**src/logic/lbm_cfg.svh**
```systemverilog
`ifndef LBM_CFG_SVH
`define LBM_CFG_SVH

// Number of synchroniser flip-flops that the grant, strobe and acknowledge pins pass before the accept register.
`define LBM_SYNC_STAGES 3
// Number of pins that are synchronised: grant, address strobe, acknowledge.
`define LBM_PIN_COUNT   3
// Bit positions of the synchronised pins inside the pin vector.
`define LBM_PIN_GRANT   0
`define LBM_PIN_STROBE  1
`define LBM_PIN_ACK     2
// Width of the programmable I/O wait-state count.
`define LBM_WAIT_W      4
// Reset values: synchronous acknowledge and no wait states.
`define LBM_RST_ASYNC   1'b0
`define LBM_RST_WAITS   4'h0
// Reset value of the read-data latch; the byte bus drive value is not reset.
`define LBM_RST_BYTE    8'h00
// Synchronised pins settle high (inactive) after reset.
`define LBM_RST_PINS    3'h7

`endif

```
**src/logic/lbm_pkg.sv**
```systemverilog
package lbm_pkg;

    // Mastership sequence; Gray codes along idle, request, own, transfer.
    typedef enum logic [1:0] {
        LBM_M_IDLE = 2'b00,
        LBM_M_REQ  = 2'b01,
        LBM_M_OWN  = 2'b11,
        LBM_M_XFER = 2'b10
    } lbm_mst_state_t;

    // Target acknowledge sequence; Gray codes along idle, wait, acknowledge.
    typedef enum logic [1:0] {
        LBM_T_IDLE = 2'b00,
        LBM_T_WAIT = 2'b01,
        LBM_T_ACK  = 2'b11
    } lbm_tgt_state_t;

    // One local transfer that the block masters.
    typedef struct packed {
        logic       write;
        logic [7:0] wdata;
    } lbm_xfer_t;

    // Acknowledge configuration loaded by the card's control logic.
    typedef struct packed {
        logic       async_mode;
        logic [3:0] io_waits;
    } lbm_ack_cfg_t;

endpackage : lbm_pkg

```
**src/logic/lbm_bridge.sv**
```systemverilog
`timescale 1ns/1ps
`include "lbm_cfg.svh"

// Function
// - Request low while any served requester needs bus.
// - Wait for grant low before taking bus.
// - Assert mastership taken once bus is ours.
// - Internal 20 MHz from two phase clocks.
// - Card 10 MHz clock out from the late phase clock.
// - Eight-bit bidirectional active-high local data path.
// - Collision: drive fault and halt low.
// - Halt held until attention void cycle occurs.
// - Fault released after strobe high, independent of halt.
// - Master read: latch data when acknowledge low.
// - Master write ends when acknowledge goes low.
// - Target read: drive acknowledge low for data.
// - RAM or I/O acknowledge, I/O waits programmable.
// - Sync or async acknowledge, sync after reset.
module lbm_bridge (
    input  wire logic                  clk_i,                     // System clock, 10 MHz.
    input  wire logic                  sys_rst_i,                 // Asynchronous reset, high.
    input  wire logic                  phase_clock_early_i,       // Early phase clock pin.
    input  wire logic                  phase_clock_late_i,        // Late phase clock pin.
    output logic                       internal_clk20_o,          // Derived 20 MHz clock.
    output logic                       card_clock_out_o,          // 10 MHz card clock.
    input  wire logic                  exp_bus_req_i,             // Expansion bus needs the bus.
    input  wire logic                  io_side_bus_req_i,         // I/O side bus needs the bus.
    output logic                       mastership_request_out_n_o,// Request to processor, low.
    input  wire logic                  grant_in_n_i,              // Grant from processor, low.
    output logic                       mastership_taken_n_o,      // Mastership taken, low.
    input  wire logic                  xfer_start_i,              // Start one mastered transfer.
    input  wire lbm_pkg::lbm_xfer_t    xfer_i,                    // Direction and write data.
    output logic                       xfer_ready_o,              // Transfer may be started.
    output logic                       xfer_done_o,               // Transfer finished, pulse.
    output logic [7:0]                 xfer_rdata_o,              // Latched read data.
    input  wire logic                  addr_valid_strobe_n_i,     // Address strobe pin, low.
    input  wire logic                  transfer_done_ack_n_i,     // Acknowledge pin level.
    output logic                       transfer_done_ack_n_o,     // Acknowledge drive value.
    output logic                       transfer_done_ack_oe_o,    // Acknowledge drive enable.
    input  wire logic [7:0]            local_byte_bus_i,          // Byte bus pin level.
    output logic [7:0]                 local_byte_bus_o,          // Byte bus drive value.
    output logic                       local_byte_bus_oe_o,       // Byte bus drive enable.
    input  wire logic                  tgt_req_i,                 // Processor access decoded.
    input  wire logic                  tgt_read_i,                // Processor access is a read.
    input  wire logic                  tgt_is_io_i,               // Address range is I/O type.
    input  wire logic                  tgt_data_ready_i,          // Async mode data ready.
    input  wire logic [7:0]            tgt_rdata_i,               // Data for processor reads.
    input  wire logic                  cfg_load_i,                // Load acknowledge config.
    input  wire lbm_pkg::lbm_ack_cfg_t cfg_i,                     // New acknowledge config.
    input  wire logic                  collision_i,               // Incoming traffic collision.
    input  wire logic                  attention_void_cycle_i,    // Attention void cycle seen.
    output logic                       fault_to_processor_n_o,    // Bus error, low.
    output logic                       halt_n_o                   // Halt, low.
);

    // Three-stage chains for the asynchronous pins.
    logic [`LBM_PIN_COUNT-1:0] pin_raw;            // Raw pin vector.
    logic [`LBM_PIN_COUNT-1:0] pin_s1_r;           // First stage, read only by the second.
    logic [`LBM_PIN_COUNT-1:0] pin_s2_r;           // Second stage.
    logic [`LBM_PIN_COUNT-1:0] pin_s3_r;           // Third stage.
    logic [`LBM_PIN_COUNT-1:0] pin_r;              // Accepted pin level.
    logic [`LBM_PIN_COUNT-1:0] pin_nxt;            // Next accepted level.
    logic                      grant_low;          // Grant seen low.
    logic                      strobe_high;        // Address strobe seen high.
    logic                      ack_low;            // Acknowledge seen low.

    // Mastership state.
    lbm_pkg::lbm_mst_state_t   mst_r;              // Master sequence state.
    lbm_pkg::lbm_mst_state_t   mst_nxt;            // Next master state.
    lbm_pkg::lbm_xfer_t        cur_r;              // Transfer in flight.
    lbm_pkg::lbm_xfer_t        cur_nxt;            // Next transfer in flight.
    logic [7:0]                rdata_r;            // Read data latch.
    logic [7:0]                rdata_nxt;          // Next read data.
    logic                      done_r;             // Done pulse register.
    logic                      done_nxt;           // Next done pulse.

    // Target acknowledge state.
    lbm_pkg::lbm_tgt_state_t   tgt_r;              // Target sequence state.
    lbm_pkg::lbm_tgt_state_t   tgt_nxt;            // Next target state.
    logic [`LBM_WAIT_W-1:0]    wait_r;             // Wait-state down counter.
    logic [`LBM_WAIT_W-1:0]    wait_nxt;           // Next wait count.
    logic                      tgt_rd_r;           // Access being acknowledged is a read.
    logic                      tgt_rd_nxt;         // Next read flag.
    lbm_pkg::lbm_ack_cfg_t     cfg_r;              // Active acknowledge config.
    lbm_pkg::lbm_ack_cfg_t     cfg_nxt;            // Next acknowledge config.

    // Relinquish-and-retry flags, stored active high.
    logic                      fault_r;            // Bus error asserted.
    logic                      fault_nxt;          // Next bus error.
    logic                      halt_r;             // Halt asserted.
    logic                      halt_nxt;           // Next halt.

    // Both phase clocks come from one delay line, so the exclusive-or of the two
    // toggles every quarter of the bus period and gives the doubled clock.
    assign internal_clk20_o = phase_clock_early_i ^ phase_clock_late_i;
    // The late phase already runs at 10 MHz, so it is buffered out as the card clock.
    assign card_clock_out_o = phase_clock_late_i;

    // Gather the pins that need synchronising.
    always_comb begin
        pin_raw                  = '0;
        pin_raw[`LBM_PIN_GRANT]  = grant_in_n_i;
        pin_raw[`LBM_PIN_STROBE] = addr_valid_strobe_n_i;
        pin_raw[`LBM_PIN_ACK]    = transfer_done_ack_n_i;
    end

    // A pin change is accepted only once the second and third stages agree,
    // which filters a single-cycle glitch without delaying a steady change.
    generate
        for (genvar gi = 0; gi < `LBM_PIN_COUNT; gi++) begin : g_pin
            always_comb begin
                pin_nxt[gi] = (pin_s2_r[gi] == pin_s3_r[gi]) ? pin_s3_r[gi] : pin_r[gi];
            end
            always_ff @(posedge clk_i or posedge sys_rst_i) begin
                if (sys_rst_i) begin
                    pin_s1_r[gi] <= 1'b1;
                    pin_s2_r[gi] <= 1'b1;
                    pin_s3_r[gi] <= 1'b1;
                    pin_r[gi]    <= 1'b1;
                end else begin
                    pin_s1_r[gi] <= pin_raw[gi];
                    pin_s2_r[gi] <= pin_s1_r[gi];
                    pin_s3_r[gi] <= pin_s2_r[gi];
                    pin_r[gi]    <= pin_nxt[gi];
                end
            end
        end
    endgenerate

    assign grant_low   = ~pin_r[`LBM_PIN_GRANT];
    assign strobe_high =  pin_r[`LBM_PIN_STROBE];
    assign ack_low     = ~pin_r[`LBM_PIN_ACK];

    // Master sequence: request, wait for grant, own the bus, run transfers.
    always_comb begin
        mst_nxt   = mst_r;
        cur_nxt   = cur_r;
        rdata_nxt = rdata_r;
        done_nxt  = 1'b0;
        case (mst_r)
            lbm_pkg::LBM_M_IDLE: begin
                // A grant left from the last tenure must clear before a new request.
                if ((exp_bus_req_i || io_side_bus_req_i) && !grant_low) begin
                    mst_nxt = lbm_pkg::LBM_M_REQ;
                end
            end
            lbm_pkg::LBM_M_REQ: begin
                // The previous master must also have let the strobe go.
                if (grant_low && strobe_high) begin
                    mst_nxt = lbm_pkg::LBM_M_OWN;
                end
            end
            lbm_pkg::LBM_M_OWN: begin
                if (xfer_start_i && !ack_low) begin
                    cur_nxt = xfer_i;
                    mst_nxt = lbm_pkg::LBM_M_XFER;
                end else if (!exp_bus_req_i && !io_side_bus_req_i) begin
                    mst_nxt = lbm_pkg::LBM_M_IDLE;
                end
            end
            lbm_pkg::LBM_M_XFER: begin
                // The addressed device ends the cycle with its acknowledge.
                if (ack_low) begin
                    if (!cur_r.write) begin
                        rdata_nxt = local_byte_bus_i;
                    end
                    done_nxt = 1'b1;
                    mst_nxt  = lbm_pkg::LBM_M_OWN;
                end
            end
            default: begin
                mst_nxt = lbm_pkg::LBM_M_IDLE;
            end
        endcase
    end

    // Master registers.
    always_ff @(posedge clk_i or posedge sys_rst_i) begin
        if (sys_rst_i) begin
            mst_r   <= lbm_pkg::LBM_M_IDLE;
            cur_r   <= '0;
            rdata_r <= `LBM_RST_BYTE;
            done_r  <= 1'b0;
        end else begin
            mst_r   <= mst_nxt;
            cur_r   <= cur_nxt;
            rdata_r <= rdata_nxt;
            done_r  <= done_nxt;
        end
    end

    // Request stays low through the whole tenure; taken marks ownership.
    assign mastership_request_out_n_o = (mst_r == lbm_pkg::LBM_M_IDLE);
    assign mastership_taken_n_o       = ~((mst_r == lbm_pkg::LBM_M_OWN) ||
                                          (mst_r == lbm_pkg::LBM_M_XFER));
    assign xfer_ready_o = (mst_r == lbm_pkg::LBM_M_OWN) && !ack_low;
    assign xfer_done_o  = done_r;
    assign xfer_rdata_o = rdata_r;

    // Target acknowledge sequence for processor accesses to the block.
    always_comb begin
        tgt_nxt    = tgt_r;
        wait_nxt   = wait_r;
        tgt_rd_nxt = tgt_rd_r;
        cfg_nxt    = cfg_load_i ? cfg_i : cfg_r;
        case (tgt_r)
            lbm_pkg::LBM_T_IDLE: begin
                if (tgt_req_i && !strobe_high) begin
                    tgt_rd_nxt = tgt_read_i;
                    // I/O ranges count wait states; RAM ranges need none.
                    wait_nxt   = tgt_is_io_i ? cfg_r.io_waits : '0;
                    tgt_nxt    = lbm_pkg::LBM_T_WAIT;
                end
            end
            lbm_pkg::LBM_T_WAIT: begin
                if (strobe_high) begin
                    tgt_nxt = lbm_pkg::LBM_T_IDLE;
                end else if (wait_r != '0) begin
                    wait_nxt = wait_r - 1'b1;
                end else if (!cfg_r.async_mode || tgt_data_ready_i) begin
                    tgt_nxt = lbm_pkg::LBM_T_ACK;
                end
            end
            lbm_pkg::LBM_T_ACK: begin
                // Held until the processor drops its strobe and ends the cycle.
                if (strobe_high) begin
                    tgt_nxt = lbm_pkg::LBM_T_IDLE;
                end
            end
            default: begin
                tgt_nxt = lbm_pkg::LBM_T_IDLE;
            end
        endcase
    end

    // Target registers.
    always_ff @(posedge clk_i or posedge sys_rst_i) begin
        if (sys_rst_i) begin
            tgt_r            <= lbm_pkg::LBM_T_IDLE;
            wait_r           <= '0;
            tgt_rd_r         <= 1'b0;
            cfg_r.async_mode <= `LBM_RST_ASYNC;
            cfg_r.io_waits   <= `LBM_RST_WAITS;
        end else begin
            tgt_r    <= tgt_nxt;
            wait_r   <= wait_nxt;
            tgt_rd_r <= tgt_rd_nxt;
            cfg_r    <= cfg_nxt;
        end
    end

    // Acknowledge is driven only while the block is the target; it reads as an
    // input during mastered transfers.
    assign transfer_done_ack_oe_o = (tgt_r != lbm_pkg::LBM_T_IDLE);
    assign transfer_done_ack_n_o  = (tgt_r != lbm_pkg::LBM_T_ACK);

    // Byte bus: driven for mastered writes and for processor reads of the block.
    assign local_byte_bus_oe_o = ((mst_r == lbm_pkg::LBM_M_XFER) && cur_r.write) ||
                                 ((tgt_r != lbm_pkg::LBM_T_IDLE) && tgt_rd_r);
    assign local_byte_bus_o    = (mst_r == lbm_pkg::LBM_M_XFER) ? cur_r.wdata
                                                                : tgt_rdata_i;

    // Relinquish-and-retry: a new collision sets both flags and wins over any
    // release in the same cycle. Bus error drops once the strobe is high; halt
    // waits for the attention void cycle so the expansion bus rearbitrates.
    always_comb begin
        fault_nxt = fault_r;
        halt_nxt  = halt_r;
        if (fault_r && strobe_high) begin
            fault_nxt = 1'b0;
        end
        if (halt_r && attention_void_cycle_i) begin
            halt_nxt = 1'b0;
        end
        if (collision_i) begin
            fault_nxt = 1'b1;
            halt_nxt  = 1'b1;
        end
    end

    // Relinquish-and-retry registers.
    always_ff @(posedge clk_i or posedge sys_rst_i) begin
        if (sys_rst_i) begin
            fault_r <= 1'b0;
            halt_r  <= 1'b0;
        end else begin
            fault_r <= fault_nxt;
            halt_r  <= halt_nxt;
        end
    end

    assign fault_to_processor_n_o = ~fault_r;
    assign halt_n_o               = ~halt_r;

endmodule : lbm_bridge

```
**config.mk**
```make
export PLATFORM = sky130hd
export DESIGN_NAME = lbm_bridge
export DESIGN_NICKNAME = d
export VERILOG_FILES = /design/src/logic/lbm_pkg.sv /design/src/logic/lbm_bridge.sv
export VERILOG_INCLUDE_DIRS = /design/src /design/src/logic
export SDC_FILE = /design/constraint.sdc
export NUM_CORES = 1
export LEC_CHECK = 0
export BUFFER_PORTS_ARGS = -buffer_cell sky130_fd_sc_hd__buf_2
export CORE_UTILIZATION = 52
export CTS_CLUSTER_DIAMETER = 200
export DETAILED_ROUTE_END_ITERATION = 10
export PLACE_DENSITY_LB_ADDON = 0.08
export RECOVER_POWER = 25
export REMOVE_ABC_BUFFERS = 1
export SYNTH_ARGS = -nofsm -noshare
export SYNTH_HDL_FRONTEND = slang
export SYNTH_SLANG_ARGS = --single-unit
```
**constraint.sdc**
```tcl
create_clock -name clk_i -period 5.4 [get_ports clk_i]
set_input_delay 1.35 -clock clk_i [delete_from_list [all_inputs] [get_ports clk_i]]
set_output_delay 1.35 -clock clk_i [all_outputs]
set_load 0.05 [all_outputs]
```
==> impl_metrics.tcl, run 1 <==
set metrics [dict create \
    wirelength_mm 3.88 \
    drive_above_1_share_pct 53.8 \
    ant_nets 0 \
    cp_slowest_cell "ha_1" \
    path_depth 4 \
    crit_arrival_ns 1.92 \
    crit_chain "inv_1, ha_1, mux2_2, buf_2" \
    hold_end "pin_s2_r[1]" \
    p_leak_uw 0.00120 \
    max-cap-violations 1 \
    syn2layout_area_growth_pct 24.7 \
    cp_max_fo 12 \
    netlist_instances 149 \
    grt_setup_unrepaired "false" \
    clockRootBuffer "clkbuf_8" \
    hold_viol 0 \
    drc_errors 0 \
    violations "capacitance limit, slew limit" \
    cts_setup_buffers 0 \
    synthArstFlopShare_pct 100 \
    worstHoldStart "pin_s1_r[1]" \
    maxSlewViolCount 47 \
    synth_area_um2 2010 \
    gp_congestion 0.776 \
    r2r_start "mst_r[0]" \
    ctsHoldBuffers 0 \
    clkTransAtPathRegs_ns 0.08 \
    ys_seq_elements 46 \
    cpLargestDelayFamily "adder cells" \
    gr-total-overflow 0 \
    grt_max_degree 47 \
    htree_levels 2 \
    grt_pass1_vias 1423 \
    cts_max_path_buffers 2 \
    ys.warnings.count 0 \
    syn_area_per_cell_um2 13.5 \
    clock_sinks 46 \
    slew_headroom_pct -10.9 \
    power_uw 1410 \
    die_y_um 64.2 \
    fin_skew_ns 0.0133 \
    clk_latency_ns 0.30 \
    final_cells 273 \
    first_iter_violations 44 \
    num_rows 22 \
    nNetsFinal 277 \
    start_util_pct 54.5 \
    synth_top_cell_by_area "dfrtp_1" \
    yosysTopAreaCellShare_pct 42.3 \
    ir_drop_v 0.000365 \
    die_area_um2 4120 \
    postCtsResizedCells 0 \
    die_w_um 64.2 \
    port_buffers 73 \
    post_drt_wl_per_cell_um 14.2 \
    crit_type "reg2out" \
    placed_cell_area_um2 2400 \
    clock.fmax_mhz 306 \
    cts_made_buffers 5 \
    ys_types 33 \
    synth_enable_flop_cells 0 \
    setup.worst_path.start_class "flip-flop" \
    fin_crit_ns 3.27 \
    synthFlopType "dfrtp_1" \
    status "finished with violations" \
    cp-end-kind "output port" \
    path_buf_inv 2 \
    power_density_nw_per_um2 561 \
    ios 74 \
    required_ns 4.05 \
    grt_usage_pct 21.5 \
    num_vias 1406 \
    rr_endpoint "xfer_rdata_o[0]" \
    ys_seq_area_share_pct 58.0 \
    worstRegToRegCells 5 \
    post-route-period-util_pct 60.5 \
    synth_area_leaders "dfrtp_1 (42%), mux2_2 (17%), dfstp_2 (16%), ha_1 (3.7%), inv_1 (1.9%)" \
    holdPathStages 0 \
    tritoncts "built" \
    diodes 0 \
    drt-pass1-iter-count 4 \
    antenna_found_initial 0 \
    grt_pass1_wl_mm 6.54 \
    r2r_setup_slack_ns 3.01 \
    dp.cells 265 \
    tightestPinTransition_ns 1.66 \
    min-delay-path-class "reg2reg" \
    core_um2 3690 \
    finalSetupTns_ns 0 \
    critPathMaxStageDelay_ns 0.48 \
    design_area_um2 2510 \
    drt-vias-per-instance 5.15 \
    hpwl_mm 2.91 \
    final-setup-viol-count 0 \
]
==> routing by layer <==
metal	track usage (%)	vias to the layer above	share of wire, %
met4	8.89	0	1.3
met2	35.0	51	50
li1	-	674	-
met5	0	-	0
met3	8.75	6	6.0
met1	25.1	675	42
==> cell usage in the layout, fill, tap and decap left out, types with 3 or more instances in the layout <==
cell,instances
dfstp_1,3
a22o_1,3
nor2_1,6
mux2_2,31
nand2_1,3
clkbuf_1,4
clkbuf_8,5
dfstp_2,9
dfrtp_1,34
maj3_1,3
nand2b_1,4
buf_2,71
ha_1,6
o21ai_0,5
a21oi_1,4
inv_1,10
nor3b_1,3
==> registers in the layout, indices dropped and copies added, names as in the netlist <==
name,cells
mst_r,2
pin_s1_r,3
xfer_rdata_o,8
wait_r,4
tgt_rd_r,1
pin_s2_r,3
tgt_r,2
cfg_r,5
pin_r,2
xfer_done_o,1
halt_r,1
strobe_high,1
cur_r,9
pin_s3_r,3
fault_r,1
==> cell families (layout without fill, tap and decap cells) <==
kind of cell	Yosys count	in the layout	synth area share [%]
adders and majority gates	9	9	5.23
AOI/OAI and AO/OA	21	21	8.09
muxes	32	32	18.1
xor gates and xnor gates	1	1	0.436
buffers and inverters	15	91	3.48
and+or+nand+nor	25	25	6.66
DFF	46	46	58.0
==> final cells by class <==
class,count,area [um^2]
fillers,281,1180
flip-flops and latches,46,1170
multi-input cells,88,774
repair buffers,73,363
clock buffers,7,76.3
well taps,48,60.1
inverters,10,37.5
clock inverters,1,30.0
==> power by group <==
group / internal (uW) / switching, uW / total (uW)
registers: 453 / 69.4 / 522
clock network: 138 / 107 / 245
logic: 225 / 414 / 639
total: 816 / 590 / 1410
==> synth_stat cells, drive strengths merged (2+ instances only) <==
master,n
dfrtp,34
mux2,32
dfstp,12
inv,10
ha,6
nor2,6
o21ai,6
a21oi,4
a22o,4
buf,4
nand2b,4
maj3,3
nand2,3
nor3b,3
nand4,2
nor2b,2
nor3,2
o21bai,2
==> worst max path at each step <==
| stage | startpoint | endpoint | slack (ns) |
|---|---|---|---|
| 3_3_place_gp | tgt_rdata_i[0] | local_byte_bus_o[0] | 2.16 |
| 6_report | mst_r[0] | local_byte_bus_o[3] | 2.13 |
| 3_5_place_dp | tgt_rdata_i[3] | local_byte_bus_o[3] | 2.14 |
| 4_1_cts | mst_r[0] | local_byte_bus_o[3] | 2.10 |
| 5_1_grt | mst_r[0] | local_byte_bus_o[5] | 1.98 |
| 2_1_floorplan | phase_clock_late_i | internal_clk20_o | 1.94 |
==> through the flow <==
step / setup WS [ns] / utilization, % / hold slack, ns
floorplan: 1.94 / - / 0.345
global placement: 2.16 / 65.2 / 0.346
detailed placement: 2.14 / 65.2 / 0.349
CTS: 2.10 / 68.0 / 0.360
global route: 1.98 / 68.0 / 0.366
finish: 2.13 / 68.0 / 0.360
==> worst register-to-register path, delay by kind of cell (launching register included) <==
kind,cells,cell delay (ns)
fa+ha+maj,1,0.48
buf+inv,1,0.12
flops,1,0.43
mux,1,0.42
simple gates,2,0.84
Power figures use the tool's default switching activity.
==> run 2, diff against run 1 <==
ABC_AREA = 1   (was unset)
CORE_UTILIZATION = 44   (was 52)
clock period = 2.7 ns   (was 5.4 ns; I/O delays follow)
==> run 2 against run 1 <==
The flow finishes with violations (DRC). Core utilization down 9.2 points. Die area up 22%. Area after synthesis up 3.5%. Combinational power up 110%. Non-clock buffer count up 3. Synthesized cell count up 44%. Global-route usage down 4.5 points. Critical path type unchanged. Critical endpoint is now local_byte_bus_o[2]. Largest power group unchanged. Highest routed layer unchanged.
==> impl_metrics.tcl, run 2 <==
set metrics [dict create \
    status "finished with violations" \
    violations "DRC" \
    netlist_instances 214 \
    start_util_pct 46.8 \
    placed_cell_area_um2 2510 \
    tightestPinTransition_ns 0.749 \
    die_area_um2 5010 \
    wirelength_mm 4.02 \
    ys_types 27 \
    fin_crit_ns 2.26 \
    drt-pass1-iter-count 7 \
    ios 74 \
    largest_reg_flops 9 \
    grt_max_degree 22 \
    synthArstFlopShare_pct 100 \
    max-cap-violations 0 \
    diodes 0 \
    swShare_pct 44.9 \
    synth_area_leaders "dfrtp_1 (41%), dfstp_2 (15%), nand2_1 (13%), mux2_4 (5.1%), nand3_1 (4.8%)" \
    fin_skew_ns 0.00318 \
    seqPwrFrac_pct 35.8 \
    synth.most_common_cell "nand2_1" \
    grt_pass1_vias 1536 \
    yosysTopAreaCellShare_pct 40.9 \
    synth_top_cell_by_area "dfrtp_1" \
    antenna_found_initial 0 \
    clock_sinks 46 \
    p_sw_uw 1290 \
    crit_type "reg2out" \
    synth_area_um2 2080 \
    place_ws_ns 0.740 \
    worst_slack_ns 0.437 \
    crit_end "local_byte_bus_o[2]" \
    internal_power_uw 1590 \
    clkTransAtPathRegs_ns 0.08 \
    cts_max_path_buffers 2 \
    htree_levels 2 \
    power_uw 2880 \
    grt_usage_pct 16.9 \
    p_leak_uw 0.00145 \
    postCtsResizedCells 0 \
    slew_headroom_pct 50.0 \
    first_iter_violations 78 \
    post_drt_wl_per_cell_um 11.6 \
    ant_nets 0 \
    syn_area_per_cell_um2 9.72 \
    syn2layout_area_growth_pct 25.6 \
    clockRootBuffer "clkbuf_8" \
    core_um2 4440 \
    cts_made_buffers 5 \
    r2r_setup_slack_ns 1.11 \
    finalSetupTns_ns 0 \
    drc_errors 8 \
    hpwl_mm 3.12 \
    synthFlopType "dfrtp_1" \
    num_rows 24 \
    setup.worst_path.start_class "flip-flop" \
    num_vias 1633 \
    synth_enable_flop_cells 0 \
    yosys-top-cells-count "nand2_1 (73), dfrtp_1 (34), inv_1 (23), nand3_1 (20), dfstp_2 (12)" \
    die_y_um 70.8 \
    gp_congestion 0.764 \
    final_cell_mix "nand2_1 (73), buf_2 (73), dfrtp_1 (34)" \
    die_w_um 70.8 \
    post-route-period-util_pct 83.8 \
    required_ns 2.03 \
    cts_setup_buffers 0 \
    crit_arrival_ns 1.59 \
    port_buffers 73 \
    cp-end-kind "output port" \
    rr_endpoint "xfer_rdata_o[5]" \
    p_clk_share_pct 16.9 \
    worstRegToRegCells 7 \
    tritoncts "built" \
    ys_seq_area_share_pct 56.0 \
    nNetsFinal 346 \
    critPathLaunch "mst_r[0]" \
    design_area_um2 2610 \
    comb_power_share_pct 47.3 \
    maxSlewViolCount 0 \
    drive_above_1_share_pct 36.7 \
    min-delay-path-class "reg2reg" \
    ctsHoldBuffers 0 \
    power_density_nw_per_um2 1100 \
    hold_viol 0 \
    ir_drop_v 0.000570 \
    top_register "cur_r" \
    clk_latency_ns 0.29 \
    final_core_utilization_pct 58.8 \
    ys_seq_elements 46 \
    final-setup-viol-count 0 \
    drt-vias-per-instance 4.72 \
    gr-total-overflow 0 \
    cp_max_fo 10 \
    r2r_start "mst_r[0]" \
    ys.warnings.count 0 \
    grt_pass1_wl_mm 6.62 \
    grt_setup_unrepaired "false" \
    clock.fmax_mhz 442 \
]
## run 2: cell types whose count changed in the layout (fill, tap and decap cells not counted), sizes merged, moves of 3 or more
cell    before  now
nand2        3   74
mux2        32   12
nand3        1   21
nor3b        3    0
nand2b       4    0
inv         10   24
buf         71   76
a22o         4    0
## run 2: cell type report
cell class,count,area [um^2]
inverter,24,90.1
clock inverter,1,30.0
fill,416,1830
multi-input combinational,140,797
timing repair buffer,76,388
sequential,46,1170
tap,52,65.1
clock buffer,7,76.3
## run 2: critical path: stages (launching register included)
cell     delay [ns]
dfrtp_1        0.40
inv_1          0.09
ha_1           0.22
inv_2          0.19
nand2_1        0.08
nand2_1        0.06
buf_2          0.25
## run 2: logic make-up (layout without fill, tap and decap cells)
group | after synthesis | in the layout | synth area share [%]
AO/OA/AOI/OAI | 12 | 12 | 3.01
XOR/XNOR | 2 | 2 | 0.842
adder cells (fa/ha/maj) | 9 | 9 | 5.05
buffers and inverters | 28 | 108 | 5.65
flip-flops | 46 | 46 | 56.0
multiplexers | 13 | 13 | 8.24
AND/OR/NAND/NOR | 104 | 104 | 21.2
## run 2: power groups by stage
stage | sequential [uW] | clock (uW) | combinational (uW)
after floorplan | 1240 | 0 | 848
after global placement | 1040 | 0 | 1360
after detailed placement | 1040 | 0 | 1370
after CTS | 1030 | 506 | 1380
after global routing | 1060 | 527 | 1480
final | 1030 | 488 | 1360
## run 2: metrics by stage
step,cells,hold slack (ns)
floorplan,210,0.345
global placement,338,0.346
detailed placement,338,0.349
CTS,346,0.360
global route,346,0.371
finish,346,0.365
## run 2: worst min-delay path by stage
stage / from / end / slack, ns / cells past startpoint
3_5_place_dp: pin_s1_r[1] / pin_s2_r[1] / 0.35 / 0
3_3_place_gp: pin_s1_r[1] / pin_s2_r[1] / 0.35 / 0
5_1_grt: pin_s1_r[2] / pin_s2_r[2] / 0.37 / 0
2_1_floorplan: pin_s1_r[0] / pin_s2_r[0] / 0.35 / 0
4_1_cts: pin_s1_r[1] / pin_s2_r[1] / 0.36 / 0
6_report: pin_s1_r[1] / pin_s2_r[1] / 0.36 / 0
## run 2: layer usage
layer	track usage [%]	wire length, um	vias up
met5	0	0	-
li1	-	-	839
met3	2.99	151	7
met4	7.11	68	0
met2	28.0	1920	40
met1	22.2	1880	747
